## src/core/sdrmb_pkg.sv

```systemverilog
// shared constants for the two-bank synchronous dram and its controller
package sdrmb_pkg;
    localparam int unsigned CLK_PERIOD_PS    = 4000;
    localparam int unsigned POWER_HOLD_US    = 100;
    localparam int unsigned HOLD_CYCLES_DFLT = (POWER_HOLD_US * 1000000 + CLK_PERIOD_PS - 1) / CLK_PERIOD_PS;
    localparam int unsigned CNT_W            = 16;
    localparam logic [CNT_W-1:0] MLD_GAP     = 16'h0002;
    localparam logic [CNT_W-1:0] PRE_GAP     = 16'h0002;
    localparam logic [CNT_W-1:0] REF_GAP     = 16'h0008;

    localparam int unsigned ADDR_W    = 10;
    localparam int unsigned DATA_W    = 16;
    localparam int unsigned COL_W     = 8;
    localparam int unsigned MODE_W    = 10;
    localparam int unsigned MEM_DEPTH = 512;
    localparam int unsigned BANK_BIT  = 9;
    localparam int unsigned PRE_BIT   = 8;

    localparam int unsigned WM_LSB = 7;
    localparam int unsigned CL_LSB = 4;
    localparam int unsigned BT_BIT = 3;
    localparam int unsigned BL_LSB = 0;
    localparam logic [2:0] BL_1    = 3'h0;
    localparam logic [2:0] BL_2    = 3'h1;
    localparam logic [2:0] BL_4    = 3'h2;
    localparam logic [2:0] BL_8    = 3'h3;
    localparam logic [2:0] BL_PAGE = 3'h7;
    localparam logic [2:0] CL_1    = 3'h1;
    localparam logic [2:0] CL_2    = 3'h2;
    localparam logic [2:0] CL_3    = 3'h3;
    localparam logic [2:0] WM_BURST  = 3'h0;
    localparam logic [2:0] WM_SINGLE = 3'h4;
    localparam logic [MODE_W-1:0] MODE_RST = 10'h023;

    // command code is {csN, rasN, casN, weN}
    localparam logic [3:0] CMD_MLD   = 4'h0;
    localparam logic [3:0] CMD_REF   = 4'h1;
    localparam logic [3:0] CMD_PRE   = 4'h2;
    localparam logic [3:0] CMD_ACT   = 4'h3;
    localparam logic [3:0] CMD_WRITE = 4'h4;
    localparam logic [3:0] CMD_READ  = 4'h5;
    localparam logic [3:0] CMD_BST   = 4'h6;
    localparam logic [3:0] CMD_NOP   = 4'h7;

    localparam int unsigned REG_W    = 16;
    localparam logic [2:0] REG_MODE   = 3'h0;
    localparam logic [2:0] REG_CTRL   = 3'h1;
    localparam logic [2:0] REG_STATUS = 3'h2;
    localparam logic [2:0] REG_CMD    = 3'h3;
    localparam logic [2:0] REG_WDATA  = 3'h4;
    localparam logic [2:0] REG_RDATA  = 3'h5;
    localparam int unsigned CTRL_START_BIT  = 0;
    localparam int unsigned CTRL_MLDF_BIT   = 1;
    localparam int unsigned STAT_DONE_BIT   = 0;
    localparam int unsigned STAT_BUSY_BIT   = 1;
    localparam int unsigned STAT_REFUS_BIT  = 2;
    localparam int unsigned STAT_BADM_BIT   = 3;
    localparam int unsigned CMDREG_ADDR_LSB = 4;
endpackage : sdrmb_pkg

```

## src/core/sdrmb_if.sv

```systemverilog
// pins between the memory controller and the dram
`timescale 1ns/1ps
`default_nettype none
interface sdrmb_if;
    import sdrmb_pkg::*;
    logic              clkGate;
    logic              csN;
    logic              rasN;
    logic              casN;
    logic              weN;
    logic [ADDR_W-1:0] addr;
    logic              lowByteMaskPin;
    logic              highByteMaskPin;
    logic [DATA_W-1:0] dqCtrl;
    logic              dqCtrlOe;
    logic [DATA_W-1:0] dqDev;
    logic              dqDevOe;

    modport ctrl (output clkGate, csN, rasN, casN, weN, addr, lowByteMaskPin, highByteMaskPin,
                  output dqCtrl, dqCtrlOe, input dqDev, dqDevOe);
    modport dev (input clkGate, csN, rasN, casN, weN, addr, lowByteMaskPin, highByteMaskPin,
                 input dqCtrl, dqCtrlOe, output dqDev, dqDevOe);
endinterface : sdrmb_if
`default_nettype wire

```

## src/core/sdrmb_ctrl.sv

```systemverilog
// memory controller end: power-on sequence and software command port
//
// Operation
// controller holds gate and masks high 100us
// controller then closes both banks
// two refreshes and mode load before access
// mode load accepted before or after refreshes
// mode load latches address 9..0 fields
// mode load only with both banks idle
// two cycles after mode load before next
// read data after programmed latency 1-3
// length code selects 1,2,4,8 or page
// order bit picks sequential or interleaved
// start column from command, rest internal
// sequential wraps within aligned block
// interleaved xors start with beat counter
// burst write starts at command cycle
// single write stores only commanded word
// full page wraps 256 until stopped
// controller never programs reserved codes; a mode written after start is loaded at start-up unchecked
`timescale 1ns/1ps
`default_nettype none
module sdrmb_ctrl
    import sdrmb_pkg::*;
#(
    parameter int unsigned HOLD_CYCLES = HOLD_CYCLES_DFLT
)
(
    input  wire logic             clk,
    input  wire logic             arst_n,
    input  wire logic [2:0]       regAddr,
    input  wire logic [REG_W-1:0] regWrData,
    input  wire logic             regWrEn,
    input  wire logic             regRdEn,
    output logic      [REG_W-1:0] regRdData,
    sdrmb_if.ctrl                 pins
);
    typedef enum logic [2:0] {ST_IDLE, ST_HOLD, ST_PRE, ST_REFA, ST_REFB, ST_MLD, ST_WAIT, ST_DONE} sdrmb_state_t;

    typedef struct packed {
        sdrmb_state_t      st;
        sdrmb_state_t      after;
        logic [CNT_W-1:0]  cnt;
        logic [MODE_W-1:0] mode;
        logic              mldFirst;
        logic              done;
        logic              refused;
        logic              waitRd;
        logic [3:0]        cmd;
        logic [ADDR_W-1:0] addr;
        logic [DATA_W-1:0] dq;
        logic              dqOe;
        logic              dqm;
        logic [DATA_W-1:0] wdata;
        logic [DATA_W-1:0] rdata;
        logic [REG_W-1:0]  rdOut;
    } sdrmb_ctrl_st_t;

    sdrmb_ctrl_st_t s_r;
    sdrmb_ctrl_st_t s_nxt;
    logic           modeOk;

    always_comb
    begin
        modeOk = (s_r.mode[CL_LSB +: 3] >= CL_1) && (s_r.mode[CL_LSB +: 3] <= CL_3);
        if (s_r.mode[BL_LSB +: 3] == BL_PAGE)
        begin
            modeOk = modeOk && !s_r.mode[BT_BIT];
        end
        else if (s_r.mode[BL_LSB +: 3] > BL_8)
        begin
            modeOk = 1'b0;
        end
        if (s_r.mode[WM_LSB +: 3] != WM_BURST && s_r.mode[WM_LSB +: 3] != WM_SINGLE)
        begin
            modeOk = 1'b0;
        end
    end

    always_comb
    begin
        logic [3:0] uCmd;
        uCmd   = regWrData[3:0];
        s_nxt  = s_r;
        s_nxt.cmd  = CMD_NOP;
        s_nxt.dqOe = 1'b0;
        // masks stay high so burst beats past the first word are not stored
        s_nxt.dqm  = 1'b1;
        if (s_r.waitRd && pins.dqDevOe)
        begin
            s_nxt.rdata  = pins.dqDev;
            s_nxt.waitRd = 1'b0;
        end
        case (regAddr)
            REG_MODE:   s_nxt.rdOut = REG_W'(s_r.mode);
            REG_CTRL:   s_nxt.rdOut = REG_W'({s_r.mldFirst, 1'b0});
            REG_STATUS: s_nxt.rdOut = REG_W'({~modeOk, s_r.refused, s_r.st != ST_DONE && s_r.st != ST_IDLE, s_r.done});
            REG_WDATA:  s_nxt.rdOut = s_r.wdata;
            REG_RDATA:  s_nxt.rdOut = s_r.rdata;
            default:    s_nxt.rdOut = '0;
        endcase
        // the answer only moves on a read strobe
        if (!regRdEn)
        begin
            s_nxt.rdOut = s_r.rdOut;
        end
        if (regWrEn)
        begin
            case (regAddr)
                REG_MODE:  s_nxt.mode  = regWrData[MODE_W-1:0];
                REG_WDATA: s_nxt.wdata = regWrData;
                REG_STATUS:
                begin
                    if (regWrData[STAT_REFUS_BIT])
                    begin
                        s_nxt.refused = 1'b0;
                    end
                end
                REG_CTRL:
                begin
                    if (s_r.st == ST_IDLE)
                    begin
                        s_nxt.mldFirst = regWrData[CTRL_MLDF_BIT];
                    end
                    if (regWrData[CTRL_START_BIT])
                    begin
                        if (s_r.st == ST_IDLE && modeOk)
                        begin
                            s_nxt.st  = ST_HOLD;
                            s_nxt.cnt = CNT_W'(HOLD_CYCLES - 1);
                        end
                        else
                        begin
                            s_nxt.refused = 1'b1;
                        end
                    end
                end
                REG_CMD:
                begin
                    // nothing reaches the pins before start-up is complete
                    if (s_r.st != ST_DONE || (uCmd == CMD_MLD && !modeOk))
                    begin
                        s_nxt.refused = 1'b1;
                    end
                    else
                    begin
                        s_nxt.cmd  = uCmd;
                        s_nxt.addr = regWrData[CMDREG_ADDR_LSB +: ADDR_W];
                        if (uCmd == CMD_MLD)
                        begin
                            s_nxt.addr  = s_r.mode;
                            s_nxt.st    = ST_WAIT;
                            s_nxt.after = ST_DONE;
                            s_nxt.cnt   = MLD_GAP - 16'h0001;
                        end
                        else if (uCmd == CMD_REF)
                        begin
                            s_nxt.st    = ST_WAIT;
                            s_nxt.after = ST_DONE;
                            s_nxt.cnt   = REF_GAP - 16'h0001;
                        end
                        if (uCmd == CMD_WRITE)
                        begin
                            s_nxt.dq   = s_r.wdata;
                            s_nxt.dqOe = 1'b1;
                            s_nxt.dqm  = 1'b0;
                        end
                        if (uCmd == CMD_READ)
                        begin
                            s_nxt.waitRd = 1'b1;
                        end
                    end
                end
                default:
                begin
                end
            endcase
        end
        case (s_r.st)
            ST_IDLE:
            begin
            end
            ST_HOLD:
            begin
                if (s_r.cnt == '0)
                begin
                    s_nxt.st = ST_PRE;
                end
                else
                begin
                    s_nxt.cnt = s_r.cnt - 16'h0001;
                end
            end
            ST_PRE:
            begin
                s_nxt.cmd           = CMD_PRE;
                s_nxt.addr          = '0;
                s_nxt.addr[PRE_BIT] = 1'b1;
                s_nxt.st            = ST_WAIT;
                s_nxt.after         = s_r.mldFirst ? ST_MLD : ST_REFA;
                s_nxt.cnt           = PRE_GAP - 16'h0001;
            end
            ST_REFA, ST_REFB:
            begin
                s_nxt.cmd   = CMD_REF;
                s_nxt.st    = ST_WAIT;
                s_nxt.cnt   = REF_GAP - 16'h0001;
                s_nxt.after = (s_r.st == ST_REFA) ? ST_REFB : (s_r.mldFirst ? ST_DONE : ST_MLD);
            end
            ST_MLD:
            begin
                s_nxt.cmd   = CMD_MLD;
                s_nxt.addr  = s_r.mode;
                s_nxt.st    = ST_WAIT;
                s_nxt.after = s_r.mldFirst ? ST_REFA : ST_DONE;
                s_nxt.cnt   = MLD_GAP - 16'h0001;
            end
            ST_WAIT:
            begin
                if (s_r.cnt <= 16'h0001)
                begin
                    s_nxt.st = s_r.after;
                    if (s_r.after == ST_DONE)
                    begin
                        s_nxt.done = 1'b1;
                    end
                end
                else
                begin
                    s_nxt.cnt = s_r.cnt - 16'h0001;
                end
            end
            ST_DONE:
            begin
            end
            default:
            begin
                s_nxt.st = ST_IDLE;
            end
        endcase
    end

    always_ff @(posedge clk or negedge arst_n)
    begin
        if (!arst_n)
        begin
            s_r      <= '0;
            s_r.st   <= ST_IDLE;
            s_r.cmd  <= CMD_NOP;
            s_r.dqm  <= 1'b1;
            s_r.mode <= MODE_RST;
        end
        else
        begin
            s_r <= s_nxt;
        end
    end

    // gate pin is held high from reset on
    assign pins.clkGate         = 1'b1;
    assign {pins.csN, pins.rasN, pins.casN, pins.weN} = s_r.cmd;
    assign pins.addr            = s_r.addr;
    assign pins.lowByteMaskPin  = s_r.dqm;
    assign pins.highByteMaskPin = s_r.dqm;
    assign pins.dqCtrl          = s_r.dq;
    assign pins.dqCtrlOe        = s_r.dqOe;
    assign regRdData            = s_r.rdOut;
endmodule : sdrmb_ctrl
`default_nettype wire

```

## src/flat_wrapper.sv

```systemverilog
// flat-port wrapper written by rule: the top's interface ports become plain ports
module sdrmb_ctrl_flat import sdrmb_pkg::*;
#(
    parameter int unsigned HOLD_CYCLES = HOLD_CYCLES_DFLT
)
  (clk, arst_n, regAddr, regWrData, regWrEn, regRdEn, regRdData, pins_clkGate, pins_csN, pins_rasN, pins_casN, pins_weN, pins_addr, pins_lowByteMaskPin, pins_highByteMaskPin, pins_dqCtrl, pins_dqCtrlOe, pins_dqDev, pins_dqDevOe);
  sdrmb_if pins_i ();
  input  wire logic clk;
  input  wire logic arst_n;
  input  wire logic [2:0] regAddr;
  input  wire logic [REG_W-1:0] regWrData;
  input  wire logic regWrEn;
  input  wire logic regRdEn;
  output logic      [REG_W-1:0] regRdData;
  output wire logic [$bits(pins_i.clkGate)-1:0] pins_clkGate;
  output wire logic [$bits(pins_i.csN)-1:0] pins_csN;
  output wire logic [$bits(pins_i.rasN)-1:0] pins_rasN;
  output wire logic [$bits(pins_i.casN)-1:0] pins_casN;
  output wire logic [$bits(pins_i.weN)-1:0] pins_weN;
  output wire logic [$bits(pins_i.addr)-1:0] pins_addr;
  output wire logic [$bits(pins_i.lowByteMaskPin)-1:0] pins_lowByteMaskPin;
  output wire logic [$bits(pins_i.highByteMaskPin)-1:0] pins_highByteMaskPin;
  output wire logic [$bits(pins_i.dqCtrl)-1:0] pins_dqCtrl;
  output wire logic [$bits(pins_i.dqCtrlOe)-1:0] pins_dqCtrlOe;
  input wire logic [$bits(pins_i.dqDev)-1:0] pins_dqDev;
  input wire logic [$bits(pins_i.dqDevOe)-1:0] pins_dqDevOe;
  assign pins_clkGate = pins_i.clkGate;
  assign pins_csN = pins_i.csN;
  assign pins_rasN = pins_i.rasN;
  assign pins_casN = pins_i.casN;
  assign pins_weN = pins_i.weN;
  assign pins_addr = pins_i.addr;
  assign pins_lowByteMaskPin = pins_i.lowByteMaskPin;
  assign pins_highByteMaskPin = pins_i.highByteMaskPin;
  assign pins_dqCtrl = pins_i.dqCtrl;
  assign pins_dqCtrlOe = pins_i.dqCtrlOe;
  assign pins_i.dqDev = pins_dqDev;
  assign pins_i.dqDevOe = pins_dqDevOe;
  sdrmb_ctrl #(.HOLD_CYCLES(HOLD_CYCLES)) u_core (.clk(clk), .arst_n(arst_n), .regAddr(regAddr), .regWrData(regWrData), .regWrEn(regWrEn), .regRdEn(regRdEn), .regRdData(regRdData), .pins(pins_i));
endmodule
```

## config.mk

```make
export PLATFORM = sky130hd
export DESIGN_NAME = sdrmb_ctrl_flat
export DESIGN_NICKNAME = d
export VERILOG_FILES = /design/src/core/sdrmb_pkg.sv /design/src/core/sdrmb_if.sv /design/src/core/sdrmb_ctrl.sv /design/src/flat_wrapper.sv
export SDC_FILE = /design/constraint.sdc
export NUM_CORES = 1
export LEC_CHECK = 0
export ABC_CLOCK_PERIOD_IN_PS = 3650
export BUFFER_PORTS_ARGS = -buffer_cell sky130_fd_sc_hd__buf_2
export CAP_MARGIN = 20
export CORE_ASPECT_RATIO = 0.8
export CORE_MARGIN = 2
export CORE_UTILIZATION = 43
export DETAILED_ROUTE_END_ITERATION = 16
export GPL_TIMING_DRIVEN = 0
export SLEW_MARGIN = 30
export SYNTH_ARGS = -nofsm -noshare
export SYNTH_HDL_FRONTEND = slang
export SYNTH_SLANG_ARGS = --single-unit
```

## constraint.sdc

```tcl
create_clock -name clk -period 3.65 [get_ports clk]
set_input_delay 0.1825 -clock clk [delete_from_list [all_inputs] [get_ports clk]]
set_output_delay 0.1825 -clock clk [all_outputs]
set_load 0.005 [all_outputs]
```

==> results.json <==
{
  "p_clk_frac": 0.498,
  "hpwl_mm": 10.7,
  "portBuffers": 84,
  "core-area_sq_um": 13100,
  "die_h_um": 108,
  "reg2reg_to": "u_core.s_r[102]",
  "dieArea_sq_um": 14500,
  "syn2layout_area_growth_pct": 23.8,
  "clk_latency_ns": 0.41,
  "power_frac_comb": 0.088,
  "grt_max_degree": 78,
  "slew_headroom": 0.405,
  "cellLeakagePower_uw": 0.00337,
  "fillers": 1176,
  "firstDrtPassIters": 5,
  "cts.clk_slew.worst_paths_ns": 0.06,
  "antenna_found_initial": 1,
  "fin_crit_sh": 0.656,
  "fin_util": 0.551,
  "avgSynthCellArea_sq_um": 11.0,
  "synth_fa_ha_area_frac": 0.00430,
  "p_sw_uw": 832,
  "overflow": 0,
  "fmax_mhz": 417,
  "peakVddDrop_v": 0.000355,
  "place.gp.congestion": 0.863,
  "cts_max_level": 4,
  "synth_top_family_by_area": "compound AO/OA/AOI/OAI gates",
  "synthSimpleGateAreaFrac": 0.114,
  "synth_xor_area_frac": 0.00151,
  "synthesis.area_sq_um": 5820,
  "yosys-top-cells-count": "dfrtp_1 (109), mux2_2 (61), buf_4 (45), inv_1 (29), nand2_1 (27)",
  "synth_mux_area_frac": 0.134,
  "post-place-cells": 788,
  "die_w_um": 134,
  "switching_share": 0.234,
  "drive_gt1_frac": 0.394,
  "synth_flop_cell": "dfrtp_1",
  "synth_seq_cells": 116,
  "timing.critical_path.fanout_max": 10,
  "cts_buffers": 17,
  "skew_ns": 0.00829,
  "yosys-top-cells-area": "dfrtp_1 (47%), mux2_2 (12%), buf_4 (5.8%)",
  "synth_compound_area_frac": 0.151,
  "multi_input_area_sq_um": 2350,
  "hp-start": "pins_dqDev[15]",
  "via_count": 4490,
  "worst_setup_path_end_kind": "flop",
  "synth_edf_count": 0,
  "num_rows": 37,
  "internal-power_uw": 2730,
  "fin_cells": 828,
  "drv_slew": 0,
  "synth_area_leader_cell": "dfrtp_1",
  "crit_required_ns": 3.94,
  "clk_path_buf_depth": 2,
  "grt_first_pass_wirelength_mm": 23.7,
  "grt_pass1_vias": 4400,
  "synth_top_area_frac": 0.469,
  "final.setup.tns_ns": 0,
  "syn_nets": 570,
  "rsz0062_at_grt": "no",
  "ff_latch_area_sq_um": 2910,
  "min_to": "u_core.s_r[31]",
  "startpoint_type": "flop",
  "reg2reg_from": "u_core.s_r[94]",
  "r2r_cells": 9,
  "start_util": 0.446,
  "cts_setup_buffers": 0,
  "track_usage": 0.215,
  "wirelength_mm": 15.0,
  "wl_per_cell_um": 18.1,
  "status": "complete, no violations",
  "cts_sinks": 116,
  "p_per_area_nw_per_um2": 494,
  "syn_inst": 528,
  "ys_seq_area_frac": 0.501,
  "fin_nets": 681,
  "r2r_setup_slack_ns": 1.25,
  "async_reset_ff_frac": 1.00,
  "hp-class": "input pin to flop",
  "synthMostInstantiatedCell": "dfrtp_1",
  "dr.first_iter.drc_count": 369,
  "hold_viol": 0,
  "drc": 0,
  "min_period_ns": 2.40,
  "cts_tree": "done",
  "min_path_cells": 2,
  "ys.warnings.count": 0,
  "netlist-cell-type-count": 70,
  "vias_per_cell": 5.42,
  "ios": 90,
  "antenna_left": 0,
  "setup_viol": 0,
  "power_frac_seq": 0.414,
  "maxCapViolCount": 0,
  "worstPathArrival_ns": 2.69,
  "worst-slew-pin-transition_ns": 0.888,
  "worstSetupPathType": "flop to flop",
  "root_buffer": "clkbuf_16"
}
-- area by class of cell --
type                    count  area share
well taps                 175      0.0304
repair buffers             92      0.0733
clock inverters            13      0.0250
multi-input cells         314       0.327
clock buffers              19      0.0629
diodes                      1    0.000348
flip-flops and latches    116       0.404
plain buffers              69      0.0613
inverters                  29      0.0151
-- cell families (layout without fill, tap and decap cells) --
| group | Yosys count | after routing |
|---|---|---|
| adder cells (fa/ha/maj) | 2 | 2 |
| multiplexers | 69 | 69 |
| flip-flops | 116 | 116 |
| other | 1 | 2 |
| XOR/XNOR | 1 | 1 |
| AND/OR/NAND/NOR | 120 | 120 |
| buffers and inverters | 98 | 222 |
| AO/OA/AOI/OAI | 121 | 121 |
-- stage by stage --
step           cell area (sq um)  hold WS [ns]  setup slack [ns]  power (uW)
2_1_floorplan               5820        -0.113              1.62        1650
3_3_place_gp                6460         0.403             0.931        1790
3_5_place_dp                6490        0.0859              1.27        1800
4_1_cts                     7200       0.00242              1.26        3580
5_1_grt                     7200       0.00244              1.03        3680
6_report                    7200        0.0118              1.25        3560
-- flip-flops by register name (all words and copies together), names as in the netlist --
register / count
u_core.pins.rasN: 1
u_core.regRdData: 16
u_core.pins.dqCtrl: 16
u_core.pins.highByteMaskPin: 1
u_core.pins.casN: 1
u_core.s_r: 68
u_core.pins.csN: 1
u_core.pins.addr: 10
u_core.pins.dqCtrlOe: 1
u_core.pins.weN: 1
-- critical path, cell delays in order, from the launching register on --
cell	delay, ns
dfrtp_1	0.43
inv_1	0.09
ha_1	0.19
clkbuf_1	0.20
o211ai_1	0.35
a21boi_0	0.22
o21bai_1	0.12
buf_2	0.23
o2bb2ai_1	0.15
a221o_1	0.29
-- what timing repair did --
| action | CTS | global route |
|---|---|---|
| resized for setup | 0 | 0 |
| hold buffers | 7 | 0 |
| hold endpoints to repair | 45 | 0 |
-- layout by cell type, fill, tap and decap left out, drive strengths merged, types with 4 or more instances in the layout --
master / count
clkbuf: 31
dfstp: 7
o21ai: 26
a21o: 4
nand2: 27
o211ai: 7
buf: 142
clkinv: 5
nor4: 5
nor3: 12
nand2b: 4
a211o: 4
o22ai: 14
dlygate4sd3: 7
a22oi: 16
or3: 6
bufinv: 4
nand3: 11
inv: 30
nor2: 27
a31oi: 5
nand4: 10
mux2i: 7
dfrtp: 109
mux2: 61
a21oi: 10
-- per-layer routing --
metal  wire, um  global-route usage  part of all wire
met1       7510               0.327              0.50
met2       6240               0.303              0.42
met3       1100              0.0506             0.073
met4        150              0.0609             0.010
met5          0                   0                 0
-- worst max-delay path by stage --
stage                   start                endpoint  slack (ns)
2_1_floorplan  u_core.s_r[94]         u_core.s_r[102]        1.62
3_3_place_gp           arst_n  u_core.pins.dqCtrl[11]        0.93
3_5_place_dp   u_core.s_r[94]         u_core.s_r[102]        1.27
4_1_cts        u_core.s_r[94]         u_core.s_r[102]        1.26
5_1_grt        u_core.s_r[94]         u_core.s_r[102]        1.03
6_report       u_core.s_r[94]         u_core.s_r[102]        1.25
-- power by group through the flow --
| stage | Clock [uW] | Combinational (uW) | Sequential [uW] |
|---|---|---|---|
| after floorplan | 0 | 199 | 1460 |
| after global placement | 0 | 298 | 1490 |
| after detailed placement | 0 | 308 | 1490 |
| after CTS | 1790 | 317 | 1470 |
| after global routing | 1850 | 350 | 1480 |
| final | 1770 | 315 | 1470 |
Note: power is estimated with default switching activity, not from simulation.
